[src/verilog/clock_select_pkg.sv]
package clock_select_pkg;

  // Register byte offsets on the APB
  localparam logic [7:0] ADDR_OSC_CTRL   = 8'h00;
  localparam logic [7:0] ADDR_OSC_TUNE   = 8'h04;
  localparam logic [7:0] ADDR_OSC_CTRL2  = 8'h08;
  localparam logic [7:0] ADDR_GATE_ONE   = 8'h0c;
  localparam logic [7:0] ADDR_NVM_UNLOCK = 8'h10;
  localparam logic [7:0] ADDR_STATUS     = 8'h14;

  // Field positions
  localparam int POSTSCALE_LSB   = 4;
  localparam int SRC_SEL_BIT     = 7;
  localparam int PLL_EN_BIT      = 6;
  localparam int MID_SEL_BIT     = 0;
  localparam int MID_STABLE_BIT  = 1;
  localparam int TIMING_UNIT_BIT = 6;
  localparam int RTC_BIT         = 5;
  localparam int TIMER_LSB       = 1;

  // Values after reset and fixed codes
  localparam logic [2:0] POSTSCALE_RESET = 3'h6;
  localparam logic [7:0] GATE_RESET      = 8'h00;
  localparam logic [7:0] GATE_IMPL_MASK  = 8'h7e;
  localparam logic [7:0] UNLOCK_FIRST    = 8'h55;
  localparam logic [7:0] UNLOCK_SECOND   = 8'haa;

  // Divide counts of the postscaler and the last phase of the quarter clock
  localparam logic [9:0] HF_LOW_DIV  = 10'h200;
  localparam logic [9:0] MF_LOW_DIV  = 10'h010;
  localparam logic [1:0] QUARTER_DIV = 2'h3;

  typedef enum logic [3:0] {
    SRC_HF  = 4'b0001,
    SRC_MF  = 4'b0010,
    SRC_LF  = 4'b0100,
    SRC_PLL = 4'b1000
  } src_t;

  typedef enum logic [2:0] {
    LOCK_IDLE  = 3'b001,
    LOCK_HALF  = 3'b010,
    LOCK_ARMED = 3'b100
  } lock_t;

  typedef struct packed {
    src_t       src;
    logic [9:0] ratio;
  } clk_sel_t;

  // Source and divide ratio for a postscaler code
  function automatic clk_sel_t decode_select(input logic [2:0] code,
                                             input logic       low_src,
                                             input logic       mid_src,
                                             input logic       pll_ok);
    clk_sel_t s;
    s.src   = SRC_HF;
    s.ratio = 10'(1 << (3'h7 - code));
    if (pll_ok && code[2:1] == 2'h3) begin
      s.src   = SRC_PLL;
      s.ratio = 10'h001;
    end else if (code == 3'h0 && !low_src) begin
      s.src   = SRC_LF;
      s.ratio = 10'h001;
    end else if (code == 3'h0) begin
      s.src   = mid_src ? SRC_MF : SRC_HF;
      s.ratio = mid_src ? MF_LOW_DIV : HF_LOW_DIV;
    end else if (code[2:1] == 2'h0 || code == 3'h2) begin
      if (mid_src) begin
        s.src   = SRC_MF;
        s.ratio = 10'(1 << (3'h2 - code));
      end
    end
    return s;
  endfunction

endpackage

[src/verilog/tick_divider.sv]
`timescale 1ns/1ps
module tick_divider (
  // Clock and reset
  input  wire logic       clk,
  input  wire logic       rst,
  // Source ticks and ratio
  input  wire logic       src_tick,
  input  wire logic [9:0] ratio,
  input  wire logic       restart,
  // Divided tick
  output logic            out_tick
);
  logic [9:0] cnt;
  wire        last = (cnt == 10'(ratio - 10'h001));

  // Restart drops the old phase, so a fresh period is always whole
  always_ff @(posedge clk) begin
    if (rst || restart) begin
      cnt      <= 10'h000;
      out_tick <= 1'b0;
    end else begin
      out_tick <= src_tick && last;
      if (src_tick) cnt <= last ? 10'h000 : 10'(cnt + 10'h001);
    end
  end
endmodule // tick_divider

[src/verilog/quarter_clock.sv]
`timescale 1ns/1ps
module quarter_clock (
  // Clock and reset
  input  wire logic clk,
  input  wire logic rst,
  // System tick in, quarter-rate level out
  input  wire logic sys_tick,
  output logic      quarter_level
);
  logic [1:0] phase;

  // Level is high for two system ticks and low for two
  always_ff @(posedge clk) begin
    if (rst) phase <= 2'h0;
    else if (sys_tick) phase <= (phase == clock_select_pkg::QUARTER_DIV) ? 2'h0 : 2'(phase + 2'h1);
  end

  assign quarter_level = phase[1];
endmodule // quarter_clock

[src/verilog/internal_osc_clock_select.sv]
// Overview of operation
// PLL on internal block when primary, 64 MHz
// Software enables PLL only at codes 111/110
// Three-bit postscaler spans 31 kHz to 16 MHz
// Low range from HF when source=1, mid=0
// Low range from MF when source=1, mid=1
// Source bit 0: LF oscillator gives 31 kHz
// LF oscillator on when selected or features need
// Reset default selection is 8 MHz
// Source bit 7 tuning, mid bit 0 control two
// Pin mode comes from configuration, not registers
// Clock-out mode drives Fosc/4 on output pin
// Pure IO mode frees both oscillator pins
// Bit 6 stops timing-unit clocks
// Bit 5 stops real-time clock clocks
// Bit 5 set only right after unlock
// Bits 4..1 stop timers four to one
// Gate register bits 7 and 0 read zero
// Codes 111..011 give 16 MHz to 1 MHz
// HF low codes divide 32, 64, 512
// MF low codes divide 1, 2, 16
// Postscaler write switches frequency immediately
// Source switching never emits runt pulses
//
// Implementation choices: the address map and register access over APB.
`timescale 1ns/1ps
module internal_osc_clock_select (
  // Clock and reset
  input  wire logic        CLOCK,
  input  wire logic        SYS_RST,
  // APB slave
  input  wire logic        PSEL,
  input  wire logic        PENABLE,
  input  wire logic        PWRITE,
  input  wire logic [7:0]  PADDR,
  input  wire logic [31:0] PWDATA,
  output logic [31:0]      PRDATA,
  output logic             PREADY,
  output logic             PSLVERR,
  // Oscillator ticks, one-cycle enables on CLOCK
  input  wire logic        HF_TICK,
  input  wire logic        MF_TICK,
  input  wire logic        LF_TICK,
  input  wire logic        PLL_TICK,
  input  wire logic        MF_STABLE_RAW,
  // Configuration and feature enables
  input  wire logic        CFG_INTERNAL_PRIMARY,
  input  wire logic        CFG_CLOCKOUT_MODE,
  input  wire logic        PWRT_EN,
  input  wire logic        FSCM_EN,
  input  wire logic        WDT_EN,
  input  wire logic        IESO_EN,
  // Clock enables out
  output logic             SYS_CLK_EN,
  output logic             TIMING_UNIT_CLK_EN,
  output logic             RTC_CLK_EN,
  output logic [3:0]       TIMER_CLK_EN,
  output logic             LF_OSC_ON,
  output logic             PLL_ON,
  // Port latches from the GPIO block
  input  wire logic        PORT_A_BIT_SIX_LAT,
  input  wire logic        PORT_A_BIT_SIX_DRIVE,
  input  wire logic        PORT_A_BIT_SEVEN_LAT,
  input  wire logic        PORT_A_BIT_SEVEN_DRIVE,
  output logic             PORT_A_BIT_SIX_VAL,
  output logic             PORT_A_BIT_SEVEN_VAL,
  // Oscillator pins, three signals each
  input  wire logic        OSC_PIN_OUT_RD,
  output logic             OSC_PIN_OUT_DRV,
  output logic             OSC_PIN_OUT_OE,
  input  wire logic        OSC_PIN_IN_RD,
  output logic             OSC_PIN_IN_DRV,
  output logic             OSC_PIN_IN_OE
);

  // Register state
  logic [2:0]                postscaler_select;
  logic                      low_range_source_select;
  logic                      pll_enable;
  logic                      mid_source_select;
  logic [7:0]                gate;
  clock_select_pkg::lock_t   lock_state;
  clock_select_pkg::lock_t   next_lock_state;
  clock_select_pkg::clk_sel_t sel_q;
  logic                      internal_primary;
  logic                      clockout_mode;
  logic                      mid_osc_stable_flag;
  logic [2:0]                stable_sync;
  logic [2:0]                a6_sync;
  logic [2:0]                a7_sync;
  logic                      sys_tick;
  logic                      quarter_level;

  // APB decode
  wire setup_phase = PSEL && !PENABLE;
  wire wr_access   = PSEL && PENABLE && PWRITE;
  wire hit_ctrl    = (PADDR == clock_select_pkg::ADDR_OSC_CTRL);
  wire hit_tune    = (PADDR == clock_select_pkg::ADDR_OSC_TUNE);
  wire hit_ctrl2   = (PADDR == clock_select_pkg::ADDR_OSC_CTRL2);
  wire hit_gate    = (PADDR == clock_select_pkg::ADDR_GATE_ONE);
  wire hit_unlock  = (PADDR == clock_select_pkg::ADDR_NVM_UNLOCK);
  wire hit_status  = (PADDR == clock_select_pkg::ADDR_STATUS);
  wire mapped      = hit_ctrl || hit_tune || hit_ctrl2 || hit_gate || hit_unlock || hit_status;
  wire [7:0] wbyte = PWDATA[7:0];

  // Zero-wait slave, every access ends in its first access cycle
  assign PREADY = 1'b1;

  // Selection of source and ratio
  wire pll_ok = pll_enable && internal_primary;
  wire clock_select_pkg::clk_sel_t next_sel =
    clock_select_pkg::decode_select(postscaler_select, low_range_source_select,
                                    mid_source_select, pll_ok);
  wire sel_change = (next_sel != sel_q);

  // Tick of the chosen source
  wire src_tick = (sel_q.src == clock_select_pkg::SRC_PLL) ? PLL_TICK :
                  (sel_q.src == clock_select_pkg::SRC_MF)  ? MF_TICK  :
                  (sel_q.src == clock_select_pkg::SRC_LF)  ? LF_TICK  : HF_TICK;

  // Gate-register write filtering
  wire rtc_allow  = (lock_state == clock_select_pkg::LOCK_ARMED);
  wire rtc_bit_wr = wbyte[clock_select_pkg::RTC_BIT] &&
                    (rtc_allow || gate[clock_select_pkg::RTC_BIT]);
  wire [7:0] gate_wr = (wbyte & clock_select_pkg::GATE_IMPL_MASK &
                        ~(8'h01 << clock_select_pkg::RTC_BIT)) |
                       8'({7'h00, rtc_bit_wr} << clock_select_pkg::RTC_BIT);

  // Read multiplexer, bits not shown read zero
  wire [7:0] rd_byte =
    hit_ctrl   ? 8'({postscaler_select} << clock_select_pkg::POSTSCALE_LSB) :
    hit_tune   ? 8'({low_range_source_select, pll_enable} << clock_select_pkg::PLL_EN_BIT) :
    hit_ctrl2  ? 8'({mid_osc_stable_flag, mid_source_select} << clock_select_pkg::MID_SEL_BIT) :
    hit_gate   ? (gate & clock_select_pkg::GATE_IMPL_MASK) :
    hit_status ? {2'h0, LF_OSC_ON, PLL_ON, sel_q.src} : 8'h00;

  // Configuration captured while reset holds, stable afterwards
  always_ff @(posedge CLOCK) begin
    if (SYS_RST) begin
      internal_primary <= CFG_INTERNAL_PRIMARY;
      clockout_mode    <= CFG_CLOCKOUT_MODE;
    end
  end

  // Oscillator control fields
  always_ff @(posedge CLOCK) begin
    if (SYS_RST) begin
      postscaler_select       <= clock_select_pkg::POSTSCALE_RESET;
      low_range_source_select <= 1'b0;
      pll_enable              <= 1'b0;
      mid_source_select       <= 1'b0;
    end else if (wr_access) begin
      if (hit_ctrl)
        postscaler_select <= wbyte[clock_select_pkg::POSTSCALE_LSB +: 3];
      if (hit_tune) begin
        low_range_source_select <= wbyte[clock_select_pkg::SRC_SEL_BIT];
        pll_enable              <= wbyte[clock_select_pkg::PLL_EN_BIT];
      end
      if (hit_ctrl2)
        mid_source_select <= wbyte[clock_select_pkg::MID_SEL_BIT];
    end
  end

  // Peripheral gate register
  always_ff @(posedge CLOCK) begin
    if (SYS_RST) gate <= clock_select_pkg::GATE_RESET;
    else if (wr_access && hit_gate) gate <= gate_wr;
  end

  // Unlock sequence; the armed state lasts one following write
  always_comb begin
    next_lock_state = lock_state;
    if (wr_access) begin
      case (lock_state)
        clock_select_pkg::LOCK_IDLE:
          if (hit_unlock && wbyte == clock_select_pkg::UNLOCK_FIRST)
            next_lock_state = clock_select_pkg::LOCK_HALF;
        clock_select_pkg::LOCK_HALF:
          if (hit_unlock && wbyte == clock_select_pkg::UNLOCK_SECOND)
            next_lock_state = clock_select_pkg::LOCK_ARMED;
          else
            next_lock_state = clock_select_pkg::LOCK_IDLE;
        default:
          next_lock_state = clock_select_pkg::LOCK_IDLE;
      endcase
    end
  end

  always_ff @(posedge CLOCK) begin
    if (SYS_RST) lock_state <= clock_select_pkg::LOCK_IDLE;
    else lock_state <= next_lock_state;
  end

  // Read data and error registered in setup so they stand through access
  always_ff @(posedge CLOCK) begin
    if (SYS_RST) begin
      PRDATA  <= 32'h0000_0000;
      PSLVERR <= 1'b0;
    end else if (setup_phase) begin
      PRDATA  <= PWRITE ? 32'h0000_0000 : {24'h00_0000, rd_byte};
      PSLVERR <= !mapped;
    end
  end

  // Selection applies at once; the divider restarts on the change
  always_ff @(posedge CLOCK) begin
    if (SYS_RST) sel_q <= clock_select_pkg::decode_select(
                   clock_select_pkg::POSTSCALE_RESET, 1'b0, 1'b0, 1'b0);
    else sel_q <= next_sel;
  end

  // Postscaler divider over the chosen source
  tick_divider u_postscaler (
    .clk      (CLOCK),
    .rst      (SYS_RST),
    .src_tick (src_tick),
    .ratio    (sel_q.ratio),
    .restart  (sel_change),
    .out_tick (sys_tick)
  );

  // Instruction-rate level for the clock-out pin
  quarter_clock u_quarter (
    .clk           (CLOCK),
    .rst           (SYS_RST),
    .sys_tick      (sys_tick),
    .quarter_level (quarter_level)
  );

  // Three-flop synchronisers; a change counts when stages two and three agree
  always_ff @(posedge CLOCK) begin
    if (SYS_RST) begin
      stable_sync <= 3'h0;
      a6_sync     <= 3'h0;
      a7_sync     <= 3'h0;
    end else begin
      stable_sync <= {stable_sync[1:0], MF_STABLE_RAW};
      a6_sync     <= {a6_sync[1:0], OSC_PIN_OUT_RD};
      a7_sync     <= {a7_sync[1:0], OSC_PIN_IN_RD};
    end
  end

  // Clock enables and oscillator controls, one cycle behind the divider
  always_ff @(posedge CLOCK) begin
    if (SYS_RST) begin
      SYS_CLK_EN         <= 1'b0;
      TIMING_UNIT_CLK_EN <= 1'b0;
      RTC_CLK_EN         <= 1'b0;
      TIMER_CLK_EN       <= 4'h0;
      LF_OSC_ON          <= 1'b1;
      PLL_ON             <= 1'b0;
    end else begin
      SYS_CLK_EN         <= sys_tick;
      TIMING_UNIT_CLK_EN <= sys_tick && !gate[clock_select_pkg::TIMING_UNIT_BIT];
      RTC_CLK_EN         <= sys_tick && !gate[clock_select_pkg::RTC_BIT];
      TIMER_CLK_EN       <= {4{sys_tick}} & ~gate[clock_select_pkg::TIMER_LSB +: 4];
      LF_OSC_ON          <= (sel_q.src == clock_select_pkg::SRC_LF) ||
                            PWRT_EN || FSCM_EN || WDT_EN || IESO_EN;
      PLL_ON             <= (sel_q.src == clock_select_pkg::SRC_PLL);
    end
  end

  // Pins: clock-out mode drives the output pin, else both are port bits
  always_ff @(posedge CLOCK) begin
    if (SYS_RST) begin
      OSC_PIN_OUT_DRV      <= 1'b0;
      OSC_PIN_OUT_OE       <= 1'b0;
      OSC_PIN_IN_DRV       <= 1'b0;
      OSC_PIN_IN_OE        <= 1'b0;
      PORT_A_BIT_SIX_VAL   <= 1'b0;
      PORT_A_BIT_SEVEN_VAL <= 1'b0;
      mid_osc_stable_flag  <= 1'b0;
    end else begin
      OSC_PIN_OUT_DRV      <= clockout_mode ? quarter_level : PORT_A_BIT_SIX_LAT;
      OSC_PIN_OUT_OE       <= clockout_mode || PORT_A_BIT_SIX_DRIVE;
      OSC_PIN_IN_DRV       <= PORT_A_BIT_SEVEN_LAT;
      OSC_PIN_IN_OE        <= PORT_A_BIT_SEVEN_DRIVE;
      if (a6_sync[2] == a6_sync[1]) PORT_A_BIT_SIX_VAL <= a6_sync[2];
      if (a7_sync[2] == a7_sync[1]) PORT_A_BIT_SEVEN_VAL <= a7_sync[2];
      if (stable_sync[2] == stable_sync[1]) mid_osc_stable_flag <= stable_sync[2];
    end
  end
endmodule // internal_osc_clock_select

[config.mk]
export PLATFORM = sky130hd
export DESIGN_NAME = internal_osc_clock_select
export DESIGN_NICKNAME = d
export VERILOG_FILES = /design/src/verilog/clock_select_pkg.sv /design/src/verilog/tick_divider.sv /design/src/verilog/quarter_clock.sv /design/src/verilog/internal_osc_clock_select.sv
export SDC_FILE = /design/constraint.sdc
export NUM_CORES = 1
export LEC_CHECK = 0
export BUFFER_PORTS_ARGS = -buffer_cell sky130_fd_sc_hd__buf_2
export CAP_MARGIN = 30
export CORE_MARGIN = 3
export CORE_UTILIZATION = 37
export DETAILED_ROUTE_END_ITERATION = 16
export HOLD_SLACK_MARGIN = 0.08
export SLEW_MARGIN = 20
export SYNTH_ARGS = -nofsm -noshare
export SYNTH_HDL_FRONTEND = slang
export SYNTH_SLANG_ARGS = --single-unit
[constraint.sdc]
create_clock -name CLOCK -period 3.8 [get_ports CLOCK]
set_input_delay 0 -clock CLOCK [delete_from_list [all_inputs] [get_ports CLOCK]]
set_output_delay 0 -clock CLOCK [all_outputs]
set_load 0.01 [all_outputs]
---- After elaboration in Yosys (flattened, before gate mapping) ----
Cells that the tools add are included.
word-level totals
  register bits ........................... 103
  output and inout port bits .............. 49
  word-level logic and storage cells ...... 123
cells by class
  add/sub/neg operators ................... 5
  equality and inequality tests ........... 22
  shift operators ......................... 2
  mux-type cells .......................... 22
  bitwise logic cells ..................... 3
  reduce and logical (&&, ||, !) cells .... 38
operator list
  kind                                                                    number
  14-bit two-way mux                                                      3
  12-bit two-way mux                                                      2
  8-bit two-way mux                                                       3
  10-bit two-way mux                                                      2
  1-bit by 3-bit left shift with 10-bit output (first input constant)     2
  8-bit by 4-bit equality test with 1-bit output (second input constant)  2
  8-bit by 5-bit equality test with 1-bit output (second input constant)  2
  7-bit two-way mux                                                       2
  14-bit != test                                                          1
  1-bit logical AND                                                       13
  1-bit logical OR                                                        13
  10-bit by 1-bit adder with 10-bit output (second input constant)        1
  10-bit equality test                                                    1
  10-bit by 1-bit subtractor with 10-bit output (second input constant)   1
  8-bit by 3-bit equality test with 1-bit output (second input constant)  1
  8-bit by 7-bit equality test with 1-bit output (second input constant)  1
  8-bit equality test (second input constant)                             1
  8-bit logical NOT                                                       1
  2-bit AND reduction                                                     4
  7-bit by 6-bit OR with 7-bit output                                     1
  3-bit by 2-bit equality test with 1-bit output (second input constant)  2
  3-bit two-way mux                                                       2
  6-bit two-way mux                                                       1
  3-bit one-hot mux with 2 select lines                                   1
  other kinds (18)                                                        29

---- Depth between registers and ports, before layout ----
Gate-level depths: netlist (run 1).
  word-level depth ........................ 9
  mapped depth ............................ 10
  mapped depth without buffers ............ 8

---- Cells and area by module ----
Synthesis (run 1) repeated with hierarchy kept, for this count alone.
unflattened totals
  cells, all modules ...................... 439
  area, all modules ....................... 3836.2 um^2
by module, submodules not included
  module                     times used  cells an instance  area each (um^2)  sequential area each (um^2)
  internal_osc_clock_select  1           327                2887.8            1301.2
  tick_divider               1           104                862.1             220.2
  quarter_clock              1           8                  86.3              40.0

---- Worst setup path after synthesis (run 1) ----
OpenSTA, ideal clock, no wires.
  kind .................................... register -> register
  from .................................... register mid_source_select
  to ...................................... register u_postscaler.cnt[4]
  setup time .............................. 0.086 ns
  arrival time ............................ 2.180 ns
  setup slack ............................. 1.535 ns
  cell stages (with the launch flop) ...... 9
  path buffers ............................ 2
  clock period less this slack ............ 2.265 ns
  cells stage by stage .................... dfxtp_1 clkbuf_1 or4b_2 nor2_1 xor2_1 a2111oi_0 o311ai_1 buf_4 a211oi_1
on the way
  cells in the longest elaborated chain, start to end .. 7
  elaborated cells between the ends (all ways) .. 9
  classes of those cells .................. eq/ne: 1; mux: 7; reduce/logical: 1
RTL lines
  element                   RTL line                          RTL
  start: declaration        internal_osc_clock_select.sv:80   logic mid_source_select;
  start signal: assignment  internal_osc_clock_select.sv:160  mid_source_select <= wbyte[clock_select_pkg::MID_SEL_BIT];
  12-bit two-way mux        clock_select_pkg.sv:69            if (mid_src) begin
  12-bit two-way mux        clock_select_pkg.sv:68            end else if (code[2:1] == 2'h0 || code == 3'h2) begin
  14-bit two-way mux *      clock_select_pkg.sv:65            end else if (code == 3'h0) begin
  14-bit two-way mux *      clock_select_pkg.sv:62            end else if (code == 3'h0 && !low_src) begin
  14-bit two-way mux *      clock_select_pkg.sv:59            if (pll_ok && code[2:1] == 2'h3) begin
  14-bit != test *          internal_osc_clock_select.sv:114  wire sel_change = (next_sel != sel_q);
  1-bit logical OR *        tick_divider.sv:18                if (rst || restart) begin
  end signal: assignment    tick_divider.sv:23                if (src_tick) cnt <= last ? 10'h000 : 10'(cnt + 10'h001);
  end: declaration          tick_divider.sv:13                logic [9:0] cnt;
Every way passes the cells marked *; elsewhere a longest branch is shown, timed or not.
A chain may end at the register's enable or synchronous reset.

---- Worst setup path after layout (run 1) ----
  from .................................... register postscaler_select[2]
  to ...................................... register u_postscaler.cnt[6]
on the way
  cells in the longest elaborated chain, start to end .. 9
  elaborated cells between the ends (all ways) .. 18
  classes of those cells .................. add/sub: 2; eq/ne: 3; shift: 2; mux: 5; reduce/logical: 6
RTL lines
  element                                                                                 RTL line                                        RTL
  start: declaration                                                                      internal_osc_clock_select.sv:77                 logic [2:0] postscaler_select;
  start signal: assignment                                                                internal_osc_clock_select.sv:148                postscaler_select <= clock_select_pkg::POSTSCALE_RESET;
  start signal: assignment                                                                internal_osc_clock_select.sv:154                postscaler_select <= wbyte[clock_select_pkg::POSTSCALE_LSB +: 3];
  3-bit subtractor / 2-bit by 3-bit subtractor with 3-bit output (equally long branches)  clock_select_pkg.sv:58, clock_select_pkg.sv:71
  1-bit by 3-bit left shift with 10-bit output, on equally long branches                  clock_select_pkg.sv:58, clock_select_pkg.sv:71
  12-bit two-way mux                                                                      clock_select_pkg.sv:69
  12-bit two-way mux                                                                      clock_select_pkg.sv:68
  14-bit two-way mux                                                                      clock_select_pkg.sv:65
  14-bit two-way mux                                                                      clock_select_pkg.sv:62
  14-bit two-way mux *                                                                    clock_select_pkg.sv:59
  14-bit != test *                                                                        internal_osc_clock_select.sv:114
  1-bit logical OR *                                                                      tick_divider.sv:18
Marks and branches as above.

==> results of run 1 <==
## area by class of cell
cell class              count  area (um2)
multi-input cells         313        2000
fillers                   976        5300
clock inverters             7        71.3
flip-flops and latches     77        1560
clock buffers               9         124
well taps                 133         166
inverters                   6        22.5
repair buffers             89         578
## per-layer routing
metal  share of wire (%)  track usage [%]
met5                   0                0
met4                0.70             4.38
met3                 6.4             3.91
met2                  45             23.3
met1                  48             21.1
## per-stage QoR
stage	utilization [%]	hold slack [ns]	total power, mW	setup WS, ns	std cells
after floorplan	-	0.0989	0.914	1.53	442
after global placement	41.5	0.185	0.933	1.25	593
after detailed placement	41.5	0.185	0.935	1.22	593
after CTS	46.0	0.0902	1.58	1.17	634
after global routing	46.0	0.161	1.62	0.865	634
final	46.0	0.108	1.55	1.19	634
## sequential cells by signal, summed over array words and instances (netlist names), 4 cells and up
name and count:
sel_q 13, u_postscaler.cnt 10, gate 6, PRDATA 8, TIMER_CLK_EN 4
## worst min-delay path, cell delays in order
cell     delay, ns
buf_2         0.11
nand3_1       0.15
a21oi_1       0.09
nor2_1        0.07
## Yosys cell counts (3+ instances only)
master / count
a31oi_1: 4
buf_2: 3
nor3_1: 19
nand4_1: 8
a211oi_1: 4
xor2_1: 8
nor4_1: 5
nor4bb_1: 5
and4_1: 4
a22oi_1: 4
a22o_1: 3
buf_4: 27
or4_1: 5
nor2_1: 46
o21ai_0: 14
dfxtp_1: 75
nand3b_1: 4
and3_1: 6
or3_2: 3
xnor2_1: 10
nor2b_1: 17
nor3b_1: 3
ha_1: 3
a211o_1: 3
nand3_1: 6
o31ai_1: 3
inv_1: 5
a21oi_1: 13
o211ai_1: 3
nor4b_1: 5
nand2_1: 18
clkbuf_1: 16
nand2b_1: 7
mux2i_1: 14
## worst max path at each step
stage / depth (start not counted) / startpoint / endpoint
after detailed placement: 7 / postscaler_select[2] / u_postscaler.cnt[8]
after global placement: 7 / postscaler_select[2] / u_postscaler.cnt[7]
after floorplan: 8 / mid_source_select / u_postscaler.cnt[4]
final: 7 / postscaler_select[2] / u_postscaler.cnt[6]
after global routing: 7 / postscaler_select[2] / u_postscaler.cnt[6]
after CTS: 7 / postscaler_select[2] / u_postscaler.cnt[6]
## cell families (layout without fill, tap and decap cells)
| kind of cell | Yosys count | count (layout) | share of synthesized area [%] |
|---|---|---|---|
| XOR/XNOR | 18 | 18 | 4.18 |
| buffers and inverters | 52 | 111 | 7.97 |
| multiplexers | 14 | 14 | 3.72 |
| adder cells (fa/ha/maj) | 3 | 3 | 0.996 |
| AO/OA/AOI/OAI | 70 | 70 | 13.1 |
| other | 2 | 26 | 0.199 |
| AND/OR/NAND/NOR | 182 | 182 | 28.4 |
| flip-flops | 77 | 77 | 41.4 |
## power breakdown
part / internal (mW) / switching (mW) / total, mW
logic: 0.0498 / 0.0597 / 0.109
registers: 0.820 / 0.00557 / 0.826
clock network: 0.306 / 0.311 / 0.617
==> impl_metrics.ini, run 1 <==
[hold_path]
holdPathStages = 4
min_from = PSEL
hold_path.class = input port to flop
holdPathEnd = lock_state[1]

[worst_setup_path]
crit_path_max_incr_delay_ns = 0.65
worst-path-buf-inv = 1
crit_path_start_kind = flop
r2r_cells = 7
slowest_stage = or4_1
r2r_slack_ns = 1.19
critPathKind = flop to flop
cp_max_fo = 17
crit_family = compound AO/OA/AOI/OAI gates
r2r-start = postscaler_select[2]
crit_arrival_ns = 2.88
worstPathRequired_ns = 4.07
path_cells = or4_1 > nand2_1 > xor2_1 > a2111oi_0 > o311ai_1 > buf_4 > a211oi_1
r2r_end = u_postscaler.cnt[6]
end_kind = flop

[synth]
synth_flop_cell = dfxtp_1
synth-seq-cells = 77
syn_inst = 418
synth_top_area_cell = dfxtp_1
yosysSeqAreaShare_pct = 41.4
ys_warn_count = 0
synth_area_um2 = 3770
async_flop_share_pct = 0
syn_avg_cell_area_um2 = 9.01
synth_top_area_share_pct = 39.9
ys_types = 68
synth-edff-count = 2
synth.area.top_cells = dfxtp_1 (40%), buf_4 (5.4%), nor2_1 (4.6%), mux2i_1 (3.7%), nor2b_1 (2.8%)

[detailed_routing]
wl_mm = 8.63
viasPerCell = 5.10
wl_per_cell_um = 13.6
firstDrtPassIters = 4
drc = 0
num_vias = 3232
drt-initial-drc-count = 161
antenna_left = 0

[final_layout]
nNetsFinal = 561
design_area_um2 = 4520
final_cell_mix = dfxtp_1 (75), buf_2 (61), nor2_1 (46)
antenna_cells = 0
drive_above_1_share_pct = 19.6
final_common_cell = dfxtp_1
syn2layout_area_growth_pct = 20.0

[clock_tree]
cts_resized = 0
cts.hold.buffers_added = 25
postCtsSetupBuffers = 0
h-tree-depth = 3
cts_tree = done
cts_sinks = 77
cts_made_buffers = 9
clk_pin_slew_ns = 0.08
cts_root_buf = clkbuf_8
clk_latency_ns = 0.35
cts.path.max_buffers = 2

[global_routing]
overflow = 0
antenna_found_initial = 0
grt_usage_pct = 15.2
grt_pass1_vias = 2941
grt_max_degree = 42
grt_pass1_wl_mm = 14.0

[floorplanning]
die_w_um = 107
core_um2 = 9820
num_io_pins = 111
fp.dieH_um = 107
initial_core_util_pct = 38.4
rows = 36
die-area_um2 = 11400

[outcome]
status = finished, final reports clean

[power]
powerDensity_nw_per_um2 = 343
p_leak_nw = 1.82
peakVddDrop_uv = 212

[placement]
gp_congestion = 0.779
port_buffers = 61
postPlaceCellArea_um2 = 4070
post-dp-hpwl_mm = 6.10

[timing]
slew_headroom_pct = 38.1
final-max-slew-violation-count = 0
clock_skew_ns = 0.00449
hold_viol_final = 0
setup_viol = 0
min_period_ns = 2.61
fmax_mhz = 383
post-route-period-util_pct = 68.8
fin_tns_setup_ns = 0
rsz0062_at_grt = no
tightest_slew_ns = 0.921

[run]
maxCapViolCount = 0
Note: power is estimated with default switching activity, not from simulation.
==> inputs of run 2 (changes only) <==
Clock period 3.8 ns to 2.2 ns, I/O delays scaled along.
==> impl_metrics.ini, run 2 (synthesis gave the netlist of run 1 again) <==
[final_layout]
syn2layout_area_growth_pct = 30.6
antenna_cells = 0
final_cell_mix = dfxtp_1 (72), buf_2 (62), nor2_1 (45)
design_area_um2 = 4920
drive_above_1_share_pct = 28.6
nNetsFinal = 598
fillCellCount = 956
largest_register_ffs = 13
seq_area_um2 = 1570
regMostFlops = sel_q
final_common_cell = dfxtp_1
top_regs = sel_q: 13 flops, u_postscaler.cnt: 10 flops, PRDATA: 8 flops
multi_input_area_um2 = 2080
fin_util_pct = 50.1

[detailed_routing]
firstDrtPassIters = 4
drc = 0
viasPerCell = 5.03
antenna_left = 0
wl_mm = 9.39
drt-initial-drc-count = 213
num_vias = 3376
wl_per_cell_um = 14.0

[clock_tree]
h-tree-depth = 3
clk_pin_slew_ns = 0.08
cts_tree = done
cts_made_buffers = 9
cts_sinks = 77
cts_root_buf = clkbuf_8
clk_latency_ns = 0.35
cts.path.max_buffers = 2

[worst_setup_path]
slowest_stage = or4_4
crit_path_start_kind = flop
cp_max_fo = 5
end_kind = flop
crit_path_max_incr_delay_ns = 0.53
crit_family = simple AND/OR/NAND/NOR gates
critPathKind = flop to flop
worst-path-buf-inv = 1
crit_arrival_ns = 2.50
path_cells = or4_4 > o21a_1 > or2_0 > o311a_1 > nor4_4 > buf_4 > a211oi_1
worstPathRequired_ns = 2.43

[global_routing]
overflow = 0
grt_usage_pct = 16.6
grt_max_degree = 61
antenna_found_initial = 0
grt_pass1_wl_mm = 15.3
grt_pass1_vias = 3191

[power]
peakVddDrop_uv = 430
power_mw = 2.82
switchingPower_mw = 0.642
p_leak_nw = 2.04
p_clk_share_pct = 42.2
p_int_mw = 2.18
switching_share_pct = 22.8
p_comb_share_pct = 7.2
powerDensity_nw_per_um2 = 573
p_seq_share_pct = 50.6

[timing]
final-max-slew-violation-count = 0
slew_headroom_pct = 60.4
hold_viol_final = 0
post-route-period-util_pct = 103
whs_ns = 0.110
setup_viol = 10
fin_tns_setup_ns = -0.548
rsz0062_at_grt = yes
fmax_mhz = 441
clock_skew_ns = 0.0103
tightest_slew_ns = 0.595
min_period_ns = 2.27
postLayoutSetupSlackWorst_ns = -0.0680

[floorplanning]
core_um2 = 9820
rows = 36
fp.dieH_um = 107
num_io_pins = 111
die_w_um = 107
die-area_um2 = 11400
initial_core_util_pct = 38.4

[placement]
postPlaceCellArea_um2 = 4370
port_buffers = 61
gp_congestion = 0.780
post-dp-hpwl_mm = 6.70

[hold_path]
hold_path.class = input port to flop

[outcome]
violations = negative setup slack
status = finished, violations left

[run]
maxCapViolCount = 0
-- run 2: cell types whose count changed in the layout (fill, tap and decap cells not counted), moves of 2 or more --
cell and change:
buf_4 +36, a211oi_1 -3, a211oi_2 +3, dfxtp_1 -3, dfxtp_2 +3, dlygate4sd3_1 -2, inv_6 -2
-- run 2: final timing paths --
kind | start | to | slack, ns | depth (start not counted)
setup reg to reg | sel_q[1] | u_postscaler.cnt[8] | -0.07 | 7
hold / removal | PENABLE | lock_state[0] | 0.11 | 4
setup / recovery | sel_q[1] | u_postscaler.cnt[8] | -0.07 | 7
hold reg to reg | gate[6] | TIMING_UNIT_CLK_EN | 0.44 | 1
-- run 2: cell type report --
type,count,area share (%)
Multi-Input combinational cell,313,42.3
Sequential cell,77,31.8
Timing Repair Buffer,126,17.6
Tap cell,133,3.38
Clock buffer,10,2.80
Clock inverter,6,1.73
Inverter,6,0.458
-- run 2: worst register-to-register path, stage by stage (launching register included) --
cell      delay (ns)
dfxtp_1         0.32
or4_4           0.53
o21a_1          0.20
or2_0           0.22
o311a_1         0.33
nor4_4          0.31
buf_4           0.20
a211oi_1        0.05
-- run 2: timing repair --
action / 4_1_cts / 5_1_grt
pin swaps: 5 / 3
hold buffers: 23 / 0
endpoints found under the hold margin: 28 / 0
endpoints found under the setup margin: 10 / 11
setup buffers: 0 / 1
cloned: 1 / 0
gates resized for setup: 15 / 9
-- run 2: power groups by stage --
stage	Clock, mW	Combinational (mW)	Sequential, mW
finish	1.19	0.203	1.43
global route	1.29	0.221	1.43
CTS	1.24	0.198	1.43
detailed placement	0	0.165	1.46
global placement	0	0.162	1.46
floorplan	0	0.119	1.46
-- run 2: layer usage --
layer / share of wire (%) / vias to the layer above / global-route usage (%)
li1: - / 1699 / -
met1: 48 / 1597 / 22.5
met2: 47 / 73 / 26.9
met3: 4.3 / 7 / 3.85
met4: 0.91 / 0 / 3.84
met5: 0 / - / 0
-- run 2: per-stage QoR --
stage               std cells  setup WS (ns)
global placement          631         -0.116
detailed placement        631         -0.118
floorplan                 442         0.0207
CTS                       670        0.00321
finish                    671        -0.0680
global route              671         -0.171
